File: config.mk
export PLATFORM = sky130hd
export DESIGN_NAME = slm_top
export DESIGN_NICKNAME = d
export VERILOG_FILES = /design/src/verilog/slm_pkg.sv /design/src/verilog/slm_top.sv
export VERILOG_INCLUDE_DIRS = /design/src /design/src/verilog
export SDC_FILE = /design/constraint.sdc
export NUM_CORES = 1
export LEC_CHECK = 0
export BUFFER_PORTS_ARGS = -buffer_cell sky130_fd_sc_hd__buf_2
export CAP_MARGIN = 0
export CORE_MARGIN = 3
export CORE_UTILIZATION = 50
export CTS_BUF_LIST = sky130_fd_sc_hd__clkbuf_4
export CTS_CLUSTER_DIAMETER = 80
export CTS_CLUSTER_SIZE = 24
export DETAILED_ROUTE_END_ITERATION = 12
export PLACE_DENSITY = 0.68
export SLEW_MARGIN = 40
export SYNTH_ARGS = -nofsm -noshare
export SYNTH_HDL_FRONTEND = slang
export SYNTH_SLANG_ARGS = --single-unit
File: constraint.sdc
create_clock -name i_clock -period 12 [get_ports i_clock]
set_input_delay 1.2 -clock i_clock [delete_from_list [all_inputs] [get_ports i_clock]]
set_output_delay 1.2 -clock i_clock [all_outputs]
set_load 0.02 [all_outputs]
File: src/verilog/slm_defines.svh
// register offsets, field positions, reset values and limits of the safety limit monitor
`ifndef SLM_DEFINES_SVH
`define SLM_DEFINES_SVH

// ----------------------------------------------------------------------------
// register byte offsets
// ----------------------------------------------------------------------------
`define SLM_OFS_CTRL 8'h00
`define SLM_OFS_HYST 8'h04
`define SLM_OFS_MIN_SP 8'h08
`define SLM_OFS_MAX_SP 8'h0C
`define SLM_OFS_HIGH_SP 8'h10
`define SLM_OFS_LOW_SP 8'h14
`define SLM_OFS_STATUS 8'h18
`define SLM_OFS_IRQ_STAT 8'h1C
`define SLM_OFS_IRQ_MASK 8'h20
`define SLM_OFS_PV 8'h24

// ----------------------------------------------------------------------------
// field positions
// ----------------------------------------------------------------------------
`define SLM_CTRL_SIDES_LSB 0
`define SLM_CTRL_SIDES_MSB 1
`define SLM_CTRL_CLEAR_BIT 2
`define SLM_STAT_SAFE_BIT 0
`define SLM_STAT_LATCH_BIT 1
`define SLM_STAT_HIGH_BIT 2
`define SLM_STAT_LOW_BIT 3
`define SLM_STAT_FAIL_BIT 4
`define SLM_IRQ_TRIP_BIT 0
`define SLM_IRQ_FAIL_BIT 1
`define SLM_IRQ_RELEASE_BIT 2

// ----------------------------------------------------------------------------
// value range and reset values (18-bit two's complement)
// ----------------------------------------------------------------------------
`define SLM_SP_MAX_LIM 18'h1869F
`define SLM_SP_MIN_LIM 18'h27961
`define SLM_RST_SIDES 2'h0
`define SLM_RST_HYST 18'h00000
`define SLM_RST_MIN_SP 18'h27961
`define SLM_RST_MAX_SP 18'h1869F
`define SLM_RST_HIGH_SP 18'h1869F
`define SLM_RST_LOW_SP 18'h27961
`define SLM_RST_IRQ_MASK 3'h0

`endif

File: src/verilog/slm_pkg.sv
// types shared by the safety limit monitor
package slm_pkg;

    // ------------------------------------------------------------------------
    // value and mode types
    // ------------------------------------------------------------------------
    typedef logic signed [17:0] slm_val_t;

    typedef enum logic [1:0]
    {
        SLM_SIDES_BOTH = 2'h0,
        SLM_SIDES_HIGH = 2'h1,
        SLM_SIDES_LOW = 2'h2
    } slm_sides_e;

    // limit status, one-hot
    typedef enum logic [2:0]
    {
        SLM_ST_SAFE = 3'h1,
        SLM_ST_TRIP = 3'h2,
        SLM_ST_FAIL = 3'h4
    } slm_state_e;

    // ------------------------------------------------------------------------
    // whole state of the monitor
    // ------------------------------------------------------------------------
    typedef struct packed
    {
        logic [1:0] sides;
        slm_val_t hyst;
        slm_val_t min_sp;
        slm_val_t max_sp;
        slm_val_t high_sp;
        slm_val_t low_sp;
        slm_val_t pv;
        slm_state_e st;
        logic high_cond;
        logic low_cond;
        logic [2:0] irq_stat;
        logic [2:0] irq_mask;
        logic rst_s1;
        logic rst_s2;
        logic rst_d;
        logic err_s1;
        logic err_s2;
        logic [31:0] prdata;
        logic pready;
        logic pslverr;
        logic safe;
        logic irq;
    } slm_state_s;

endpackage

File: src/verilog/slm_top.sv
// safety limit monitor: latched high/low limit with hysteresis, APB registers and safe output
`timescale 1ns/100ps

`include "slm_defines.svh"

module slm_top
    import slm_pkg::*;
(
    // clock and reset
    input wire logic i_clock,
    input wire logic i_rst_n,
    // apb slave
    input wire logic i_psel,
    input wire logic i_penable,
    input wire logic i_pwrite,
    input wire logic [7:0] i_paddr,
    input wire logic [31:0] i_pwdata,
    output logic [31:0] o_prdata,
    output logic o_pready,
    output logic o_pslverr,
    // process value from the converter, same clock
    input wire logic [17:0] i_pv,
    input wire logic i_pv_valid,
    // asynchronous inputs from pins
    input wire logic i_pv_error,
    input wire logic i_limit_reset,
    // dedicated limit output stage and interrupt
    output logic o_limit_out,
    output logic o_irq
);

    // ------------------------------------------------------------------------
    // helpers
    // ------------------------------------------------------------------------

    // bound a value to [lo, hi]; the lower bound wins if the two cross
    function automatic slm_val_t clamp(input slm_val_t v, input slm_val_t lo, input slm_val_t hi);
        slm_val_t t;
        t = (v > hi) ? hi : v;
        t = (t < lo) ? lo : t;
        return t;
    endfunction

    // sign-extend to 20 bits so that sums of set point and hysteresis cannot wrap
    function automatic logic signed [19:0] ext(input slm_val_t v);
        return {{2{v[17]}}, v};
    endfunction

    // ------------------------------------------------------------------------
    // state
    // ------------------------------------------------------------------------
    slm_state_s r_ff;
    slm_state_s nxt_r;

    logic wr;
    logic clr_cmd;
    logic [2:0] w1c;
    logic [2:0] ev;
    logic hi_en;
    logic lo_en;
    logic hi_ok;
    logic lo_ok;
    logic rel_req;
    logic signed [19:0] pv20;
    logic signed [19:0] hi20;
    logic signed [19:0] lo20;
    logic signed [19:0] hy20;
    slm_val_t wval;

    // ------------------------------------------------------------------------
    // next-state logic
    // ------------------------------------------------------------------------
    always_comb
    begin
        nxt_r = r_ff;
        wr = i_psel & i_penable & r_ff.pready & i_pwrite;
        wval = slm_val_t'(i_pwdata[17:0]);
        clr_cmd = 1'b0;
        w1c = 3'h0;
        ev = 3'h0;

        // two flops on each pin input before anything looks at it
        nxt_r.rst_s1 = i_limit_reset;
        nxt_r.rst_s2 = r_ff.rst_s1;
        nxt_r.rst_d = r_ff.rst_s2;
        nxt_r.err_s1 = i_pv_error;
        nxt_r.err_s2 = r_ff.err_s1;
        if (i_pv_valid)
        begin
            nxt_r.pv = slm_val_t'(i_pv);
        end

        // register writes take effect in the access phase
        if (wr)
        begin
            case (i_paddr)
                `SLM_OFS_CTRL:
                begin
                    // reserved encoding 3 falls back to both sides
                    nxt_r.sides = (i_pwdata[`SLM_CTRL_SIDES_MSB:`SLM_CTRL_SIDES_LSB] == 2'h3) ?
                        SLM_SIDES_BOTH : i_pwdata[`SLM_CTRL_SIDES_MSB:`SLM_CTRL_SIDES_LSB];
                    clr_cmd = i_pwdata[`SLM_CTRL_CLEAR_BIT];
                end
                `SLM_OFS_HYST:
                begin
                    // negative hysteresis would make release easier than trip
                    nxt_r.hyst = clamp(wval, 18'h00000, `SLM_SP_MAX_LIM);
                end
                `SLM_OFS_MIN_SP:
                begin
                    nxt_r.min_sp = clamp(wval, `SLM_SP_MIN_LIM, `SLM_SP_MAX_LIM);
                end
                `SLM_OFS_MAX_SP:
                begin
                    nxt_r.max_sp = clamp(wval, `SLM_SP_MIN_LIM, `SLM_SP_MAX_LIM);
                end
                `SLM_OFS_HIGH_SP:
                begin
                    nxt_r.high_sp = wval;
                end
                `SLM_OFS_LOW_SP:
                begin
                    nxt_r.low_sp = wval;
                end
                `SLM_OFS_IRQ_STAT:
                begin
                    w1c = i_pwdata[2:0];
                end
                `SLM_OFS_IRQ_MASK:
                begin
                    nxt_r.irq_mask = i_pwdata[2:0];
                end
                default:
                begin
                    nxt_r.sides = r_ff.sides;
                end
            endcase
        end

        // set points are re-bounded every cycle so that moving a bound drags them along
        nxt_r.high_sp = clamp(nxt_r.high_sp, nxt_r.min_sp, nxt_r.max_sp);
        nxt_r.low_sp = clamp(nxt_r.low_sp, nxt_r.min_sp, nxt_r.max_sp);
        if (nxt_r.low_sp > nxt_r.min_sp)
        begin
            nxt_r.low_sp = nxt_r.min_sp;
        end

        // limit comparison against the active sides
        hi_en = (r_ff.sides != SLM_SIDES_LOW);
        lo_en = (r_ff.sides != SLM_SIDES_HIGH);
        pv20 = ext(r_ff.pv);
        hi20 = ext(r_ff.high_sp);
        lo20 = ext(r_ff.low_sp);
        hy20 = ext(r_ff.hyst);
        nxt_r.high_cond = hi_en & (pv20 > hi20);
        nxt_r.low_cond = lo_en & (pv20 < lo20);
        hi_ok = ~hi_en | (pv20 <= hi20 - hy20);
        lo_ok = ~lo_en | (pv20 >= lo20 + hy20);

        // release request: rising edge of the reset input or a clear command
        rel_req = (r_ff.rst_s2 & ~r_ff.rst_d) | clr_cmd;

        // latched limit status
        case (r_ff.st)
            SLM_ST_SAFE:
            begin
                if (r_ff.err_s2)
                begin
                    nxt_r.st = SLM_ST_FAIL;
                end
                else if (nxt_r.high_cond | nxt_r.low_cond)
                begin
                    nxt_r.st = SLM_ST_TRIP;
                end
            end
            SLM_ST_TRIP:
            begin
                if (r_ff.err_s2)
                begin
                    nxt_r.st = SLM_ST_FAIL;
                end
                else if (rel_req & hi_ok & lo_ok)
                begin
                    nxt_r.st = SLM_ST_SAFE;
                end
            end
            SLM_ST_FAIL:
            begin
                // a recovered input does not re-arm the output on its own
                if (!r_ff.err_s2)
                begin
                    nxt_r.st = SLM_ST_TRIP;
                end
            end
            default:
            begin
                nxt_r.st = SLM_ST_TRIP;
            end
        endcase

        // sticky events; a new event wins over a write-one-to-clear
        ev[`SLM_IRQ_TRIP_BIT] = (r_ff.st == SLM_ST_SAFE) & (nxt_r.st == SLM_ST_TRIP);
        ev[`SLM_IRQ_FAIL_BIT] = (r_ff.st != SLM_ST_FAIL) & (nxt_r.st == SLM_ST_FAIL);
        ev[`SLM_IRQ_RELEASE_BIT] = (r_ff.st != SLM_ST_SAFE) & (nxt_r.st == SLM_ST_SAFE);
        nxt_r.irq_stat = (r_ff.irq_stat & ~w1c) | ev;
        nxt_r.irq = |(nxt_r.irq_stat & nxt_r.irq_mask);

        // the safe level goes to one flop, which drives the dedicated output and status bit 0
        nxt_r.safe = (nxt_r.st == SLM_ST_SAFE);

        // apb: answer registered in the setup phase, ready high in the first access cycle
        nxt_r.pready = i_psel & ~i_penable;
        nxt_r.pslverr = 1'b0;
        nxt_r.prdata = 32'h00000000;
        if (i_psel & ~i_penable)
        begin
            case (i_paddr)
                `SLM_OFS_CTRL:
                begin
                    nxt_r.prdata = {30'h00000000, r_ff.sides};
                end
                `SLM_OFS_HYST:
                begin
                    nxt_r.prdata = {{14{r_ff.hyst[17]}}, r_ff.hyst};
                end
                `SLM_OFS_MIN_SP:
                begin
                    nxt_r.prdata = {{14{r_ff.min_sp[17]}}, r_ff.min_sp};
                end
                `SLM_OFS_MAX_SP:
                begin
                    nxt_r.prdata = {{14{r_ff.max_sp[17]}}, r_ff.max_sp};
                end
                `SLM_OFS_HIGH_SP:
                begin
                    nxt_r.prdata = {{14{r_ff.high_sp[17]}}, r_ff.high_sp};
                end
                `SLM_OFS_LOW_SP:
                begin
                    nxt_r.prdata = {{14{r_ff.low_sp[17]}}, r_ff.low_sp};
                end
                `SLM_OFS_STATUS:
                begin
                    nxt_r.prdata = {27'h0000000, (r_ff.st == SLM_ST_FAIL), r_ff.low_cond,
                        r_ff.high_cond, (r_ff.st != SLM_ST_SAFE), r_ff.safe};
                end
                `SLM_OFS_IRQ_STAT:
                begin
                    nxt_r.prdata = {29'h00000000, r_ff.irq_stat};
                end
                `SLM_OFS_IRQ_MASK:
                begin
                    nxt_r.prdata = {29'h00000000, r_ff.irq_mask};
                end
                `SLM_OFS_PV:
                begin
                    nxt_r.prdata = {{14{r_ff.pv[17]}}, r_ff.pv};
                end
                default:
                begin
                    nxt_r.pslverr = 1'b1;
                end
            endcase
        end
    end

    // ------------------------------------------------------------------------
    // state register; powers up tripped so the energy source starts disabled
    // ------------------------------------------------------------------------
    always_ff @(posedge i_clock or negedge i_rst_n)
    begin
        if (!i_rst_n)
        begin
            r_ff.sides <= `SLM_RST_SIDES;
            r_ff.hyst <= `SLM_RST_HYST;
            r_ff.min_sp <= `SLM_RST_MIN_SP;
            r_ff.max_sp <= `SLM_RST_MAX_SP;
            r_ff.high_sp <= `SLM_RST_HIGH_SP;
            r_ff.low_sp <= `SLM_RST_LOW_SP;
            r_ff.pv <= 18'h00000;
            r_ff.st <= SLM_ST_TRIP;
            r_ff.high_cond <= 1'b0;
            r_ff.low_cond <= 1'b0;
            r_ff.irq_stat <= 3'h0;
            r_ff.irq_mask <= `SLM_RST_IRQ_MASK;
            r_ff.rst_s1 <= 1'b0;
            r_ff.rst_s2 <= 1'b0;
            r_ff.rst_d <= 1'b0;
            r_ff.err_s1 <= 1'b0;
            r_ff.err_s2 <= 1'b0;
            r_ff.prdata <= 32'h00000000;
            r_ff.pready <= 1'b0;
            r_ff.pslverr <= 1'b0;
            r_ff.safe <= 1'b0;
            r_ff.irq <= 1'b0;
        end
        else
        begin
            r_ff <= nxt_r;
        end
    end

    // ------------------------------------------------------------------------
    // outputs, each straight from a flop
    // ------------------------------------------------------------------------
    assign o_prdata = r_ff.prdata;
    assign o_pready = r_ff.pready;
    assign o_pslverr = r_ff.pslverr;
    assign o_limit_out = r_ff.safe;
    assign o_irq = r_ff.irq;

endmodule

---- Yosys cells after proc, flatten, opt, wreduce, memory -nomap -nowiden ----
Index checks and enable logic that the tools add are counted.
storage, ports and cells
  flip-flop bits (word level) ............. 162
  latch bits .............................. 0
  RAM bits ................................ 0
  memory bits (read-only) ................. 0
  input port bits ......................... 66
  output and inout port bits .............. 36
  word-level logic and storage cells ...... 115
  memories ................................ 0
cells by class
  $add $sub $neg .......................... 2
  multipliers ............................. 0
  divide/modulo/power cells ............... 0
  $lt $le $gt $ge ......................... 12
  eq/ne operators ......................... 20
  shift operators ......................... 0
  muxes and demuxes ....................... 30
  bitwise operators ....................... 24
  reduce and logical (&&, ||, !) cells .... 5
operators by type and width
  operator                count
  $pmux W32 S10           1
  $mux W18                12
  $gt A18 B18 Y1          4
  $mux W72                1
  $lt A18 B18 Y1          3
  $eq A8 B5 Y1 const B    4
  $mux W32                1
  $mux W3                 9
  $add A18 B18 Y19        1
  $ge A18 B19 Y1          1
  $le A18 B19 Y1          1
  $sub A18 B18 Y19        1
  $gt A18 B18 Y1 const B  1
  $lt A18 B1 Y1 const B   1
  $lt A18 B18 Y1 const B  1
  $eq A8 B4 Y1 const B    2
  $eq A8 B6 Y1 const B    2
  $and A1 B1 Y1           12
  $reduce_or A10 Y1       1
  $pmux W3 S3             1
  $eq A8 B3 Y1 const B    1
  $logic_not A8 Y1        1
  $and A3 B3 Y3           2
  $eq A3 B1 Y1 const B    2
  15 further kinds        27

---- Logic depth before layout (Yosys ltp) ----
  depth after elaboration ................. 15
  mapped depth ............................ 44
  depth with buffers taken out ............ 38

---- Least setup slack after synthesis ----
OpenSTA, ideal clock, no wires.
  path kind ............................... input -> register
  from .................................... in i_pwdata[17]
  to ...................................... reg r_ff (netlist bit lo20[11])
  library setup time ...................... 0.075 ns
  data arrival time ....................... 9.067 ns
  data required time ...................... 11.925 ns
  setup slack ............................. 2.858 ns
  stages on the path ...................... 39
  buffers on the path ..................... 6
  cell sequence ........................... inv_1 nand3_1 nand2b_1 a41o_1 a2111oi_0 nor3_1 o31ai_1 ha_1 clkbuf_1 clkbuf_1 a21oi_1 nor2_1 a21oi_1 ha_1 nand4_1 or4_1 a2bb2oi_1 nand2_1 (+3 left out) ha_1 a2111oi_0 o21ai_0 a311o_1 o211ai_1 o21a_1 nand2_2 buf_6 mux2i_1 ha_1 a21o_1 a2111oi_0 nor3b_1 a21oi_1 a21oi_1 buf_4 buf_6 mux2i_1
RTL lines
  element                 RTL line        source
  start: declaration      slm_top.sv:17   input wire logic [31:0] i_pwdata,
  end signal: assignment  slm_top.sv:299  r_ff <= nxt_r;
  end: declaration        slm_top.sv:52   slm_state_s r_ff;

==> impl_metrics.ini <==
[run_status]
status = completed

[setup_path]
regToRegSetupSlack_ns = 3.52
path_max_fanout = 18
criticalPathCategory = input port to flip-flop
end_kind = flip-flop
cp-start-kind = input port
arrival_ns = 10.98
cp.required_ns = 12.52
cp_slowest_stage_delay_ns = 0.58
cpMaxStageDelayCell = a2111oi_0

[place]
dp_hpwl_microns = 29800
portBuffers = 87
place.gp.congestion = 0.945

[global_route]
antenna_found_initial = 1
grt_pass1_wl_microns = 58600
use_met2 = 0.432
grt_pass1_vias = 11000
grt_max_degree = 85
grt_remaining_overflow = 0
grt_usage = 0.263
grtUsageMet3 = 0.0456
grt.busiest_layer = met2
grt_use_met1 = 0.364

[synthesis]
synth_nets = 1722
syn_avg_cell_area_sq_um = 8.91
synth-simple-area-share = 0.134
synth_enable_flop_cells = 0
synth-xor-area-share = 0.0189
syn_area_sq_um = 13000
synth_mux_area_frac = 0.100
synthFlopType = dfrtp_1
synthDistinctLibCells = 79
ys_async_sr_fraction = 1.00
ys.warnings.count = 0
synth-seq-cells = 147
synth_top_family_by_area = adder cells
yosysSeqAreaShare = 0.287
synth-compound-area-share = 0.185
synthAdderAreaFrac = 0.192
netlist_instances = 1458

[clock_network]
holdBufCountCts = 0
cts_root_buf = clkbuf_4
clkSlewWorstSetupHoldPaths_ns = 0.16
cts_tree = built
cts_buffers = 17
post_cts_buffers = 0
h-tree-depth = 4
clk_latency_ns = 0.59
numClockSinks = 147
clk_path_buf_depth = 2
cts_resized = 0

[timing]
max-slew-margin-rel = 0.444
slew_viol_final = 0
rsz0062_at_grt = false
fin_tns_setup_ns = 0
hold_violations = 0
fin_crit_sh = 0.872
finClkSkew_ns = 0.0291
finalCriticalPeriod_ns = 10.46
fmax_mhz = 95.6
setup_viol = 0
tightestPinTransition_ns = 0.832

[floorplan]
ioPinCount = 102
fp.dieW_microns = 167
design.core.area_sq_um = 25300
die_height_microns = 167
die-area_sq_um = 27900
rows = 58
initial_core_util = 0.513

[cells_and_area]
num-nets-final = 1786
final_common_cell = ha_1
final_cell_mix = ha_1, inv_1, a21oi_1
drive_gt1_frac = 0.160
area_delta_synth_final_pct = 7.41

[drt]
post_drt_wl_per_cell_microns = 19.9
drt_wl_total_microns = 37100
drc = 0
firstDrtPassIters = 7
antenna_left = 0
drt_iter0_drc = 1043
vias = 11200
viasPerCell = 6.02

[power]
p_per_area_nw_per_um2 = 225
cellLeakagePower_nw = 7.07
ir_drop_v = 0.000301
power.total_w = 0.00314

[run]
maxCapViolations = 0

[min_path]
hp-class = flip-flop to flip-flop
==> state kept, by name, indices dropped and copies added, names as in the netlist <==
signal and cells:
o_irq 1, hi20 18, pv20 18, o_pready 1
nxt_r 3, o_limit_out 1, o_prdata 18, r_ff 51
lo20 18, hy20 17, o_pslverr 1
==> metrics by stage <==
stage	setup WS (ns)	hold WS, ns	utilization	std cells	area, sq um
2_1_floorplan	2.86	0.331	-	1458	13000
3_3_place_gp	1.22	0.333	0.539	1833	13700
3_5_place_dp	1.02	0.343	0.539	1833	13700
4_1_cts	1.57	0.384	0.551	1865	13900
5_1_grt	0.787	0.393	0.551	1866	14000
6_report	1.54	0.378	0.551	1866	14000
==> where the power goes <==
group,internal [W],leakage (nW),switching (W),total (W)
logic,0.000988,5.08,0.00118,0.00216
registers,0.000569,1.83,0.0000808,0.000650
clock network,0.0000962,0.156,0.000230,0.000326
==> worst paths after layout <==
path | endpoint | startpoint | cells after the start
max in group asynchronous | hy20[11] | i_rst_n | 2
setup reg to reg | lo20[16] | o_pready | 29
hold reg to reg | nxt_r[38] | nxt_r[39] | 0
hold / removal | nxt_r[38] | nxt_r[39] | 0
min in group asynchronous | pv20[1] | i_rst_n | 1
setup / recovery | lo20[16] | i_pwdata[17] | 36
==> layout make-up <==
class	instances	area [sq um]
Clock inverter	15	159
Fill cell	2334	11400
Clock buffer	17	128
Tap cell	330	413
Sequential cell	147	3730
Multi-Input combinational cell	1069	8220
Timing Repair Buffer	116	663
Inverter	171	642
Antenna cell	1	2.50
==> synthesized netlist by cell type (11+ instances only) <==
master	count	area, sq um
a21o_1	29	218
dfstp_2	39	1020
o21a_1	11	82.6
dfrtp_1	108	2700
o31ai_1	11	82.6
ha_1	196	2450
buf_4	34	255
nand3_1	21	105
nor2b_1	19	119
a21oi_1	127	636
mux2i_1	75	751
nand4_1	30	188
o21ai_0	73	365
a31oi_1	13	81.3
mux2_2	39	439
nor2_1	95	357
a222oi_1	27	270
xnor2_1	12	105
clkbuf_1	27	101
inv_1	171	642
xor2_1	16	140
nand2_1	85	319
nor3_1	39	195
nand2b_1	15	93.8
==> kinds of logic after synthesis <==
group	Yosys count
xor gates and xnor gates	28
adders and majority gates	198
buffers and inverters	242
and+or+nand+nor	350
muxes	124
DFF	147
AOI/OAI and AO/OA	369
==> worst max-delay path: cells and delay by family <==
family	cells	cell delay [ns]
adder cells (fa/ha/maj)	4	1.29
AO/OA/AOI/OAI	11	3.14
AND/OR/NAND/NOR	12	3.42
buffers and inverters	7	1.42
multiplexers	2	0.47
==> layer usage <==
layer / part of all wire / vias up
li1: - / 5400
met1: 0.44 / 5392
met2: 0.46 / 402
met3: 0.078 / 44
met4: 0.017 / 0
met5: 0 / -
Power figures use the tool's default switching activity.
